$ cat config.mk
export PLATFORM = sky130hd
export DESIGN_NAME = bqc_classifier
export DESIGN_NICKNAME = d
export VERILOG_FILES = /design/src/bqc_pkg.sv /design/src/bqc_tag_sel.sv /design/src/bqc_dscp_xlat.sv /design/src/bqc_classifier.sv
export SDC_FILE = /design/constraint.sdc
export NUM_CORES = 2
export LEC_CHECK = 0
export CAP_MARGIN = 20
export CELL_PAD_IN_SITES_DETAIL_PLACEMENT = 2
export CELL_PAD_IN_SITES_GLOBAL_PLACEMENT = 2
export CORE_MARGIN = 2
export CORE_UTILIZATION = 50
export CTS_CLUSTER_SIZE = 14
export DETAILED_ROUTE_END_ITERATION = 10
export DONT_BUFFER_PORTS = 1
export GPL_TIMING_DRIVEN = 0
export PLACE_DENSITY_LB_ADDON = 0.1
export SYNTH_ARGS = -nofsm -noshare
export SYNTH_HDL_FRONTEND = slang
export SYNTH_HIERARCHICAL = 1
export SYNTH_SLANG_ARGS = --single-unit
$ cat constraint.sdc
create_clock -name clk_sys -period 17.75 [get_ports clk_sys]
set_input_delay 2.6625 -clock clk_sys [delete_from_list [all_inputs] [get_ports clk_sys]]
set_output_delay 2.6625 -clock clk_sys [all_outputs]
set_load 0.02 [all_outputs]
$ cat src/bqc_pkg.sv
// Constants and types shared by the basic QoS and tag classifier
package bqc_pkg;
	localparam logic [15:0] C_TAG_TPID      = 16'h8100;
	localparam logic [15:0] S_TAG_TPID      = 16'h88a8;
	localparam logic [15:0] CUSTOM_TPID_RST = 16'h88a8;
	// Register byte offsets
	localparam logic [11:0] OFS_CUSTOM_TPID = 12'h000;
	localparam logic [11:0] OFS_FRAME_COUNT = 12'h004;
	localparam logic [11:0] OFS_FLOW_CFG    = 12'h080;
	localparam logic [11:0] OFS_TAG_DFLT    = 12'h0c0;
	localparam logic [11:0] OFS_PRIO_MAP    = 12'h400;
	localparam logic [11:0] OFS_CODEPOINT   = 12'h800;
	localparam logic [11:0] OFS_REWRITE     = 12'h900;
	// Flow config fields
	localparam int FC_QOS_LSB   = 0;
	localparam int FC_DP        = 3;
	localparam int FC_PCP_EN    = 4;
	localparam int FC_DSCP_EN   = 5;
	localparam int FC_XLAT_EN   = 6;
	localparam int FC_REWR_EN   = 7;
	localparam int FC_SECOND    = 8;
	localparam int FC_PRIO_QOS  = 9;
	localparam int FC_STRIP_LSB = 10;
	localparam int FC_L3_EN     = 12;
	localparam int FC_W         = 13;
	localparam logic [FC_W-1:0] FLOW_CFG_RST = 13'h1000;
	// Tag default fields
	localparam int TD_VID_LSB = 0;
	localparam int TD_DEI     = 12;
	localparam int TD_PCP_LSB = 13;
	localparam int TD_S_TAG   = 16;
	localparam int TD_W       = 17;
	localparam logic [TD_W-1:0] TAG_DFLT_RST = 17'h00001;
	// Codepoint config fields
	localparam int CP_XLAT_LSB = 0;
	localparam int CP_TRUST    = 6;
	localparam int CP_QOS_LSB  = 7;
	localparam int CP_DP       = 10;
	localparam int CP_W        = 11;
	localparam logic [CP_W-1:0] CODEPOINT_RST = 11'h000;
	localparam logic [3:0] PRIO_MAP_RST = 4'h0;
	localparam logic [5:0] REWRITE_RST  = 6'h00;
	// Register regions
	typedef enum logic [7:0] {
		BQC_R_NONE  = 8'h01,
		BQC_R_TPID  = 8'h02,
		BQC_R_COUNT = 8'h04,
		BQC_R_FLOW  = 8'h08,
		BQC_R_TAG   = 8'h10,
		BQC_R_MAP   = 8'h20,
		BQC_R_CP    = 8'h40,
		BQC_R_REWR  = 8'h80
	} bqc_region_e;
endpackage : bqc_pkg

$ cat src/bqc_tag_sel.sv
// Tag recognition, tag counting and tag selection
`timescale 1ns/1ps
`default_nettype none
module bqc_tag_sel (
	input  wire logic [15:0] tpid_outer,
	input  wire logic [15:0] tci_outer,
	input  wire logic [15:0] tpid_inner,
	input  wire logic [15:0] tci_inner,
	input  wire logic [15:0] tpid_third,
	input  wire logic [15:0] custom_tpid,
	input  wire logic        use_second,
	output logic [1:0]       tag_cnt,
	output logic             tag_found,
	output logic             tag_s,
	output logic [2:0]       tag_pcp,
	output logic             tag_dei,
	output logic [11:0]      tag_vid
);
	// Returns {is_tag, is_service_tag}
	function automatic logic [1:0] tpid_kind(input logic [15:0] t, input logic [15:0] cst);
		logic s;
		s = (t == bqc_pkg::S_TAG_TPID) || (t == cst);
		tpid_kind = {s || (t == bqc_pkg::C_TAG_TPID), s};
	endfunction : tpid_kind

	logic [1:0] k0;
	logic [1:0] k1;
	logic [1:0] k2;
	logic       pick_inner;

	// A tag counts only if every tag ahead of it was a tag too
	always_comb
	begin
		k0 = tpid_kind(tpid_outer, custom_tpid);
		k1 = tpid_kind(tpid_inner, custom_tpid);
		k2 = tpid_kind(tpid_third, custom_tpid);
		if (!k0[1])
			tag_cnt = 2'd0;
		else if (!k1[1])
			tag_cnt = 2'd1;
		else if (!k2[1])
			tag_cnt = 2'd2;
		else
			tag_cnt = 2'd3; // Three means more than two
		pick_inner = use_second && (tag_cnt >= 2'd2);
		tag_found  = k0[1];
		// Zero VID priority tags are taken the same way as VLAN tags
		tag_s   = pick_inner ? k1[0] : k0[0];
		tag_pcp = pick_inner ? tci_inner[15:13] : tci_outer[15:13];
		tag_dei = pick_inner ? tci_inner[12] : tci_outer[12];
		tag_vid = pick_inner ? tci_inner[11:0] : tci_outer[11:0];
	end
endmodule : bqc_tag_sel
`default_nettype wire

$ cat src/bqc_dscp_xlat.sv
// Shared codepoint translation feeding class, precedence and codepoint
`timescale 1ns/1ps
`default_nettype none
module bqc_dscp_xlat (
	input  wire logic [5:0]             dscp_in,
	input  wire logic                   xlat_en,
	input  wire logic [bqc_pkg::CP_W-1:0] cp_cfg,
	output logic [5:0]                  dscp_out,
	output logic                        trusted,
	output logic [2:0]                  cp_qos,
	output logic                        cp_dp
);
	// One lookup serves all three results so they never disagree
	always_comb
	begin
		dscp_out = xlat_en ? cp_cfg[bqc_pkg::CP_XLAT_LSB +: 6] : dscp_in;
		trusted  = cp_cfg[bqc_pkg::CP_TRUST];
		cp_qos   = cp_cfg[bqc_pkg::CP_QOS_LSB +: 3];
		cp_dp    = cp_cfg[bqc_pkg::CP_DP];
	end
endmodule : bqc_dscp_xlat
`default_nettype wire

$ cat src/bqc_classifier.sv
// Basic QoS, drop precedence, codepoint and tag header classifier
//
// Overview of operation
// - Emit 3-bit class, seven highest priority
// - Emit 1-bit drop precedence, one drops first
// - Raise drop precedence on committed rate excess
// - Emit 6-bit codepoint, meaningful for IP only
// - Codepoint defaults to frame's; zero if not IP
// - Use tag priority bits, inner optionally
// - Take codepoint behind up to two tags
// - Per-port priority map by DEI and PCP
// - Per-codepoint config and class rewrite table
// - One shared codepoint translation for all results
// - Later match stage may replace class results
// - Tag header: PCP, DEI, VID, tag kind
// - Recognise 0x8100, 0x88a8 and custom service TPID
// - Nonzero VID VLAN tag, zero priority tag
// - Tag header from frame or port default
// - Per-port inner or outer tag choice
// - Egress strip count clamped to tags present
// - Optionally class replaces classified PCP
// - Later match stage may replace tag header
// - More than two tags means not IP
//
// The implementer's own choices: the register offsets and the strobed register port.
`timescale 1ns/1ps
`default_nettype none
module bqc_classifier #(
	parameter int NPORTS = 11,
	parameter int PW     = 4
) (
	input  wire logic        clk_sys,
	input  wire logic        rst_n,
	// Register port
	input  wire logic [11:0] reg_addr,
	input  wire logic [31:0] reg_wdata,
	input  wire logic        reg_wr,
	input  wire logic        reg_rd,
	output logic [31:0]      reg_rdata,
	// Frame header from the parser
	input  wire logic        frm_valid,
	input  wire logic [PW-1:0] frm_port,
	input  wire logic [15:0] frm_tpid_outer,
	input  wire logic [15:0] frm_tci_outer,
	input  wire logic [15:0] frm_tpid_inner,
	input  wire logic [15:0] frm_tci_inner,
	input  wire logic [15:0] frm_tpid_third,
	input  wire logic        frm_is_ip,
	input  wire logic [5:0]  frm_dscp,
	// Policer verdict and match stage overrides for the same frame
	input  wire logic        frm_cir_exceed,
	input  wire logic        ovr_cls_en,
	input  wire logic [2:0]  ovr_qos,
	input  wire logic        ovr_drop_precedence,
	input  wire logic [5:0]  ovr_dscp,
	input  wire logic        ovr_tag_en,
	input  wire logic        ovr_tag_s,
	input  wire logic [2:0]  ovr_pcp,
	input  wire logic        ovr_dei,
	input  wire logic [11:0] ovr_vid,
	// Classification result
	output logic             cls_valid,
	output logic [2:0]       cls_qos,
	output logic             cls_drop_precedence,
	output logic [5:0]       cls_dscp,
	output logic             cls_tag_s,
	output logic [2:0]       cls_pcp,
	output logic             cls_dei,
	output logic [11:0]      cls_vid,
	output logic [1:0]       cls_egress_strip_count
);
	localparam int FCW = bqc_pkg::FC_W;
	localparam int TDW = bqc_pkg::TD_W;
	localparam int CPW = bqc_pkg::CP_W;

	// Configuration storage
	logic [15:0]    custom_service_tpid_q;
	logic [15:0]    custom_service_tpid_d;
	logic [FCW-1:0] port_classification_flow_config [NPORTS];
	logic [TDW-1:0] port_tag_default_config [NPORTS];
	logic [3:0]     tag_priority_map_table [NPORTS*16];
	logic [CPW-1:0] per_codepoint_config [64];
	logic [5:0]     codepoint_rewrite_table [16];
	logic [31:0]    frame_count_q;
	logic [31:0]    frame_count_d;
	logic [31:0]    rdata_q;
	logic [31:0]    rdata_d;

	// Map an address onto its register region
	function automatic bqc_pkg::bqc_region_e region_of(input logic [11:0] a);
		if (a == bqc_pkg::OFS_CUSTOM_TPID)
			region_of = bqc_pkg::BQC_R_TPID;
		else if (a == bqc_pkg::OFS_FRAME_COUNT)
			region_of = bqc_pkg::BQC_R_COUNT;
		else if (a[11:6] == bqc_pkg::OFS_FLOW_CFG[11:6])
			region_of = bqc_pkg::BQC_R_FLOW;
		else if (a[11:6] == bqc_pkg::OFS_TAG_DFLT[11:6])
			region_of = bqc_pkg::BQC_R_TAG;
		else if (a[11:10] == bqc_pkg::OFS_PRIO_MAP[11:10])
			region_of = bqc_pkg::BQC_R_MAP;
		else if (a[11:8] == bqc_pkg::OFS_CODEPOINT[11:8])
			region_of = bqc_pkg::BQC_R_CP;
		else if (a[11:6] == bqc_pkg::OFS_REWRITE[11:6])
			region_of = bqc_pkg::BQC_R_REWR;
		else
			region_of = bqc_pkg::BQC_R_NONE;
	endfunction : region_of

	// Port index check, out-of-range ports hit nothing
	function automatic logic port_ok(input logic [3:0] p);
		port_ok = (32'(p) < NPORTS);
	endfunction : port_ok

	bqc_pkg::bqc_region_e wr_reg;
	bqc_pkg::bqc_region_e rd_reg;
	logic [3:0]           wr_pix;
	logic [3:0]           rd_pix;
	logic [7:0]           wr_mix;
	logic [7:0]           rd_mix;

	// Address decode for both strobes
	always_comb
	begin
		wr_reg = region_of(reg_addr);
		rd_reg = region_of(reg_addr);
		wr_pix = reg_addr[5:2];
		rd_pix = reg_addr[5:2];
		wr_mix = reg_addr[9:2];
		rd_mix = reg_addr[9:2];
	end

	// Register writes into the table memories
	always_ff @(posedge clk_sys or negedge rst_n)
	begin
		if (!rst_n)
		begin
			for (int i = 0; i < NPORTS; i++)
			begin
				port_classification_flow_config[i] <= bqc_pkg::FLOW_CFG_RST;
				port_tag_default_config[i]         <= bqc_pkg::TAG_DFLT_RST;
			end
			for (int i = 0; i < NPORTS*16; i++)
				tag_priority_map_table[i] <= bqc_pkg::PRIO_MAP_RST;
			for (int i = 0; i < 64; i++)
				per_codepoint_config[i] <= bqc_pkg::CODEPOINT_RST;
			for (int i = 0; i < 16; i++)
				codepoint_rewrite_table[i] <= bqc_pkg::REWRITE_RST;
		end
		else if (reg_wr)
		begin
			case (wr_reg)
				bqc_pkg::BQC_R_FLOW:
					if (port_ok(wr_pix))
						port_classification_flow_config[wr_pix] <= reg_wdata[FCW-1:0];
				bqc_pkg::BQC_R_TAG:
					if (port_ok(wr_pix))
						port_tag_default_config[wr_pix] <= reg_wdata[TDW-1:0];
				bqc_pkg::BQC_R_MAP:
					if (port_ok(wr_mix[7:4]))
						tag_priority_map_table[wr_mix] <= reg_wdata[3:0];
				bqc_pkg::BQC_R_CP:
					per_codepoint_config[wr_mix[5:0]] <= reg_wdata[CPW-1:0];
				bqc_pkg::BQC_R_REWR:
					codepoint_rewrite_table[wr_mix[3:0]] <= reg_wdata[5:0];
				default:
					;
			endcase
		end
	end

	// Read mux; unmapped addresses and idle cycles read zero
	always_comb
	begin
		custom_service_tpid_d = custom_service_tpid_q;
		if (reg_wr && (wr_reg == bqc_pkg::BQC_R_TPID))
			custom_service_tpid_d = reg_wdata[15:0];
		rdata_d = 32'h0000_0000;
		if (reg_rd)
		begin
			case (rd_reg)
				bqc_pkg::BQC_R_TPID:
					rdata_d = {16'h0000, custom_service_tpid_q};
				bqc_pkg::BQC_R_COUNT:
					rdata_d = frame_count_q;
				bqc_pkg::BQC_R_FLOW:
					if (port_ok(rd_pix))
						rdata_d = 32'(port_classification_flow_config[rd_pix]);
				bqc_pkg::BQC_R_TAG:
					if (port_ok(rd_pix))
						rdata_d = 32'(port_tag_default_config[rd_pix]);
				bqc_pkg::BQC_R_MAP:
					if (port_ok(rd_mix[7:4]))
						rdata_d = 32'(tag_priority_map_table[rd_mix]);
				bqc_pkg::BQC_R_CP:
					rdata_d = 32'(per_codepoint_config[rd_mix[5:0]]);
				bqc_pkg::BQC_R_REWR:
					rdata_d = 32'(codepoint_rewrite_table[rd_mix[3:0]]);
				default:
					rdata_d = 32'h0000_0000;
			endcase
		end
	end

	// Per-frame configuration of the ingress port
	logic [FCW-1:0] fcfg;
	logic [TDW-1:0] tcfg;
	logic           port_in_range;

	always_comb
	begin
		port_in_range = port_ok(frm_port);
		fcfg = port_in_range ? port_classification_flow_config[frm_port] : bqc_pkg::FLOW_CFG_RST;
		tcfg = port_in_range ? port_tag_default_config[frm_port] : bqc_pkg::TAG_DFLT_RST;
	end

	// Tag recognition and selection
	logic [1:0]  tag_cnt;
	logic        tag_found;
	logic        tag_s;
	logic [2:0]  tag_pcp;
	logic        tag_dei;
	logic [11:0] tag_vid;

	bqc_tag_sel u_tag_sel (
		.tpid_outer  (frm_tpid_outer),
		.tci_outer   (frm_tci_outer),
		.tpid_inner  (frm_tpid_inner),
		.tci_inner   (frm_tci_inner),
		.tpid_third  (frm_tpid_third),
		.custom_tpid (custom_service_tpid_q),
		.use_second  (fcfg[bqc_pkg::FC_SECOND]),
		.tag_cnt     (tag_cnt),
		.tag_found   (tag_found),
		.tag_s       (tag_s),
		.tag_pcp     (tag_pcp),
		.tag_dei     (tag_dei),
		.tag_vid     (tag_vid)
	);

	// The parser finds the codepoint behind zero to two tags; a third tag
	// makes the frame non-IP here so no stale layer three field leaks in
	logic       is_ip;
	logic [5:0] frame_dscp;

	always_comb
	begin
		is_ip = frm_is_ip && fcfg[bqc_pkg::FC_L3_EN] && (tag_cnt != 2'd3);
		frame_dscp = is_ip ? frm_dscp : 6'h00;
	end

	// Shared codepoint translation
	logic [5:0] xl_dscp;
	logic       xl_trust;
	logic [2:0] xl_qos;
	logic       xl_dp;

	bqc_dscp_xlat u_xlat (
		.dscp_in  (frame_dscp),
		.xlat_en  (fcfg[bqc_pkg::FC_XLAT_EN] && is_ip),
		.cp_cfg   (per_codepoint_config[frame_dscp]),
		.dscp_out (xl_dscp),
		.trusted  (xl_trust),
		.cp_qos   (xl_qos),
		.cp_dp    (xl_dp)
	);

	// Class, precedence and codepoint decision
	logic [2:0]  qos_c;
	logic        dp_c;
	logic [5:0]  dscp_c;
	logic [3:0]  map_ent;
	logic [7:0]  map_ix;
	logic        s_c;
	logic [2:0]  pcp_c;
	logic        dei_c;
	logic [11:0] vid_c;
	logic [1:0]  strip_c;
	logic [1:0]  strip_cfg;
	logic [1:0]  tags_present;

	always_comb
	begin
		map_ix  = {frm_port, tag_dei, tag_pcp};
		map_ent = port_in_range ? tag_priority_map_table[map_ix] : bqc_pkg::PRIO_MAP_RST;
		// Start from port defaults, then let tag and codepoint refine
		qos_c = fcfg[bqc_pkg::FC_QOS_LSB +: 3];
		dp_c  = fcfg[bqc_pkg::FC_DP];
		if (fcfg[bqc_pkg::FC_PCP_EN] && tag_found)
		begin
			qos_c = map_ent[2:0];
			dp_c  = map_ent[3];
		end
		if (fcfg[bqc_pkg::FC_DSCP_EN] && is_ip && xl_trust)
		begin
			qos_c = xl_qos;
			dp_c  = xl_dp;
		end
		dscp_c = is_ip ? xl_dscp : 6'h00;
		if (fcfg[bqc_pkg::FC_REWR_EN] && is_ip)
			dscp_c = codepoint_rewrite_table[{dp_c, qos_c}];
		if (ovr_cls_en)
		begin
			qos_c  = ovr_qos;
			dp_c   = ovr_drop_precedence;
			dscp_c = is_ip ? ovr_dscp : 6'h00;
		end
		// Precedence only ever goes up on excess, never down
		dp_c = dp_c | frm_cir_exceed;
		// Tag header from the frame when a tag exists, else port default
		if (tag_found)
		begin
			s_c   = tag_s;
			pcp_c = tag_pcp;
			dei_c = tag_dei;
			vid_c = tag_vid;
		end
		else
		begin
			s_c   = tcfg[bqc_pkg::TD_S_TAG];
			pcp_c = tcfg[bqc_pkg::TD_PCP_LSB +: 3];
			dei_c = tcfg[bqc_pkg::TD_DEI];
			vid_c = tcfg[bqc_pkg::TD_VID_LSB +: 12];
		end
		if (fcfg[bqc_pkg::FC_PRIO_QOS])
			pcp_c = qos_c;
		if (ovr_tag_en)
		begin
			s_c   = ovr_tag_s;
			pcp_c = ovr_pcp;
			dei_c = ovr_dei;
			vid_c = ovr_vid;
		end
		// Only two tags can be parsed, so never strip more than two
		strip_cfg    = fcfg[bqc_pkg::FC_STRIP_LSB +: 2];
		tags_present = (tag_cnt == 2'd3) ? 2'd2 : tag_cnt;
		strip_c      = (strip_cfg > tags_present) ? tags_present : strip_cfg;
	end

	// Output stage next values; all fields move in one edge
	logic        v_d;
	logic [2:0]  qos_d;
	logic        dp_d;
	logic [5:0]  dscp_d;
	logic        s_d;
	logic [2:0]  pcp_d;
	logic        dei_d;
	logic [11:0] vid_d;
	logic [1:0]  strip_d;

	always_comb
	begin
		v_d     = frm_valid;
		qos_d   = cls_qos;
		dp_d    = cls_drop_precedence;
		dscp_d  = cls_dscp;
		s_d     = cls_tag_s;
		pcp_d   = cls_pcp;
		dei_d   = cls_dei;
		vid_d   = cls_vid;
		strip_d = cls_egress_strip_count;
		frame_count_d = frame_count_q;
		if (frm_valid)
		begin
			qos_d   = qos_c;
			dp_d    = dp_c;
			dscp_d  = dscp_c;
			s_d     = s_c;
			pcp_d   = pcp_c;
			dei_d   = dei_c;
			vid_d   = vid_c;
			strip_d = strip_c;
			frame_count_d = frame_count_q + 32'h0000_0001;
		end
	end

	// Output and status registers
	always_ff @(posedge clk_sys or negedge rst_n)
	begin
		if (!rst_n)
		begin
			custom_service_tpid_q  <= bqc_pkg::CUSTOM_TPID_RST;
			frame_count_q          <= 32'h0000_0000;
			rdata_q                <= 32'h0000_0000;
			cls_valid              <= 1'b0;
			cls_qos                <= 3'h0;
			cls_drop_precedence    <= 1'b0;
			cls_dscp               <= 6'h00;
			cls_tag_s              <= 1'b0;
			cls_pcp                <= 3'h0;
			cls_dei                <= 1'b0;
			cls_vid                <= 12'h000;
			cls_egress_strip_count <= 2'h0;
		end
		else
		begin
			custom_service_tpid_q  <= custom_service_tpid_d;
			frame_count_q          <= frame_count_d;
			rdata_q                <= rdata_d;
			cls_valid              <= v_d;
			cls_qos                <= qos_d;
			cls_drop_precedence    <= dp_d;
			cls_dscp               <= dscp_d;
			cls_tag_s              <= s_d;
			cls_pcp                <= pcp_d;
			cls_dei                <= dei_d;
			cls_vid                <= vid_d;
			cls_egress_strip_count <= strip_d;
		end
	end

	assign reg_rdata = rdata_q;
endmodule : bqc_classifier
`default_nettype wire

==> impl_metrics.toml <==
[floorplan]
core_area_um2 = 212000
io_pins = 232
placementRows = 169
die_height_um = 466
start_util_pct = 50.3
die-area_um2 = 217000
die_width_um = 466

[synth]
async_reset_ff_share_pct = 100
synth-simple-area-share_pct = 6.75
yosysSeqAreaShare_pct = 45.7
syn_avg_cell_area_um2 = 13.1
synth_flop_cell = "dfrtp_1"
synth_compound_area_share_pct = 5.07
ys_ff_latch = 1944
synthAdderAreaFrac_pct = 0.0470
yosysUniqueCellTypes = 87
synth_xor_area_share_pct = 0.649
synth_area_leaders = "dfrtp_1, mux2_2, mux4_2, nand2_1, mux2i_1"
synth.top_cell.area_share_pct = 45.0
synth_top_family_by_area = "multiplexers"
yosys.area.top_type = "dfrtp_1"
yosys_warnings = 6
post-synth-top-count-cell = "dfrtp_1"
synth_edf_count = 0
synthesis.nets = 8327
synth_common_cells = "dfrtp_1, mux2_2, mux4_2, nand2_1, clkbuf_1"
syn_inst = 8153
netlist_area_um2 = 107000
synthMuxAreaShare_pct = 38.6

[clock_network]
cts_made_buffers = 220
clk_path_buf_depth = 3
cts_hold_buf = 0
cts_root_buf = "clkbuf_16"
post-cts-setup-buffers = 0
cts_max_level = 4
cts-resized-gates = 0
cts_sinks = 1944
clk_pin_slew_ns = 0.06
clkLatencyLatePin_ns = 0.94
cts_tree = "built"

[detailed_routing]
drt_drc_violations_left = 32
vias = 93386
wirelength_um = 635000
ant_nets = 0
firstDrtPassIters = 10
viasPerCell = 8.01
avgRoutedWirePerCell_um = 54.5
first_iter_violations = 15265

[grt]
antenna_found_initial = 88
grt_max_degree = 235
track_usage_pct = 56.7
overflow = 0
grt_pass1_wl_um = 838000
grt_pass1_vias = 95562

[setup_path]
cp_slowest_cell = "buf_1"
worst_setup_path_end_kind = "register"
r2r_cells = 28
start_kind = "input pin"
crit_cells = 30
cp_num_buf_inv = 16
critPathMaxFanout = 11
rr_startpoint = "custom_service_tpid_q[3]$_DFFE_PN1P_"
crit_required_ns = 18.55
cp_common_cell = "buf_2"
r2r-end = "cls_dscp[2]$_DFFE_PN0P_"
crit_arrival_ns = 15.84
cpPeakStageDelay_ns = 0.87
rrSetupSlack_ns = 5.22
critical_path_class = "in -> reg"
path_delay_family = "buffers and inverters"

[power]
max-vdd-ir-drop_mv = 0.125
power_density_nw_per_um2 = 89.0
leakagePower_nw = 54.3
p_total_mw = 10.8

[placement]
io_buffers = 0
dp_hpwl_um = 430000
globalplace.congestion = 1.05

[timing]
max_freq_mhz = 66.5
setup-tns-final_ns = 0
whs_ns = 0.504
hold_violations = 0
relSlewSlack_pct = -16.6
setup_viol = 0
rsz0062_at_grt = "no"
finalCritPeriodShare_pct = 84.8
maxSlewViolCount = 12
worst_pin_slew_ns = 1.75
min_period_ns = 15.05
fin_skew_ns = 0.0384

[final_layout]
drive_gt1_share_pct = 39.8
n_fill_cell = 18946
utilization_pct = 57.1
final_net_count = 8742
synthToLayoutAreaGrowth_pct = 13.6

[run_status]
violations = "DRC, capacitance limit, slew limit"
status = "complete, but fails checks"

[worst_hold_path]
worstHoldStart = "frame_count_q[8]$_DFFE_PN0P_"
hp-class = "reg -> reg"
whs_path_depth = 1
hold_end = "frame_count_q[8]$_DFFE_PN0P_"

[job]
drv_cap = 2
logic make-up after synthesis:
| family | count (synthesis) |
|---|---|
| mux | 2923 |
| fa+ha+maj | 4 |
| flops | 1944 |
| compound gates | 778 |
| simple gates | 1612 |
| buf+inv | 813 |
| xor+xnor | 79 |
how the worst max path moves through the flow:
stage	start	to	slack (ns)
3_5_place_dp	frm_port[1]	cls_dscp[0]$_DFFE_PN0P_	3.08
3_3_place_gp	frm_port[1]	cls_dscp[0]$_DFFE_PN0P_	2.17
2_1_floorplan	frm_port[1]	cls_dscp[0]$_DFFE_PN0P_	9.17
6_report	frm_port[1]	cls_dscp[0]$_DFFE_PN0P_	2.70
4_1_cts	frm_port[1]	cls_dscp[0]$_DFFE_PN0P_	3.75
5_1_grt	frm_port[1]	cls_dscp[0]$_DFFE_PN0P_	3.49
where the power goes:
group	leakage, nW	switching [mW]	internal (mW)	total, mW
Sequential	26.9	0.0907	4.50	4.59
Clock	3.66	2.18	2.76	4.94
Combinational	23.7	0.921	0.327	1.25
metrics by stage:
stage | instance area (µm²) | worst slack, ns | cells
global route | 121000 | 3.49 | 11596
global placement | 110000 | 2.17 | 10974
finish | 121000 | 2.70 | 11652
detailed placement | 113000 | 3.08 | 11113
floorplan | 107000 | 9.17 | 8153
CTS | 120000 | 3.75 | 11521
per-layer routing:
layer	GRT usage, %	vias to the layer above	routed length [µm]
met3	25.7	3620	91900
met2	78.8	9372	261000
li1	-	31682	-
met1	64.5	48656	204000
met4	52.6	56	77100
met5	1.95	-	852
cell usage in the layout (no fill, tap or decap), types with 41 or more instances in the layout:
master        n
mux4_2      758
diode_2      77
o221ai_1     51
a21oi_1     102
a31oi_1      60
buf_8       117
a211oi_1     71
or3_1        41
nor2_1      319
a311oi_1     69
o22ai_1      42
o211ai_1     53
clkbuf_1    555
xnor2_1      72
nand2_1     731
and3_1       50
dfrtp_1    1917
clkbuf_16   224
mux2i_1     255
a22oi_1      71
buf_1        86
mux2_2     1891
clkbuf_8     60
o21ai_0     133
nand3_1     215
buf_2       116
nor3_1       52
nand4_1      64
clkbuf_2     54
registers in the layout, summed over array words and instances, names as in the netlist, 2 cells and up:
| name | count |
|---|---|
| frame_count_q | 32 |
| port_tag_default_config | 187 |
| cls_qos | 3 |
| cls_pcp | 3 |
| cls_vid | 12 |
| custom_service_tpid_q | 16 |
| codepoint_rewrite_table | 96 |
| port_classification_flow_config | 143 |
| reg_rdata | 32 |
| tag_priority_map_table | 704 |
| cls_egress_strip_count | 2 |
| per_codepoint_config | 704 |
| cls_dscp | 6 |
final cells by class:
class | count | area, µm² | share of cell area (%)
Antenna cell | 77 | 193 | 0.159
Buffer | 787 | 3360 | 2.77
Clock buffer | 342 | 6590 | 5.44
Clock inverter | 66 | 827 | 0.683
Inverter | 26 | 97.6 | 0.0806
Multi-Input combinational cell | 5396 | 54600 | 45.1
Sequential cell | 1944 | 48700 | 40.2
Tap cell | 2821 | 3530 | 2.91
Timing Repair Buffer | 193 | 3270 | 2.70
worst reg2reg max path: cells and delay by family, from the launching register on:
family	cells	cell delay, ns
compound gates	10	5.01
buf+inv	7	3.15
simple gates	9	3.09
flops	1	0.67
mux	1	0.31
xor+xnor	1	0.17
No activity file was read; power rests on OpenSTA's default activity.
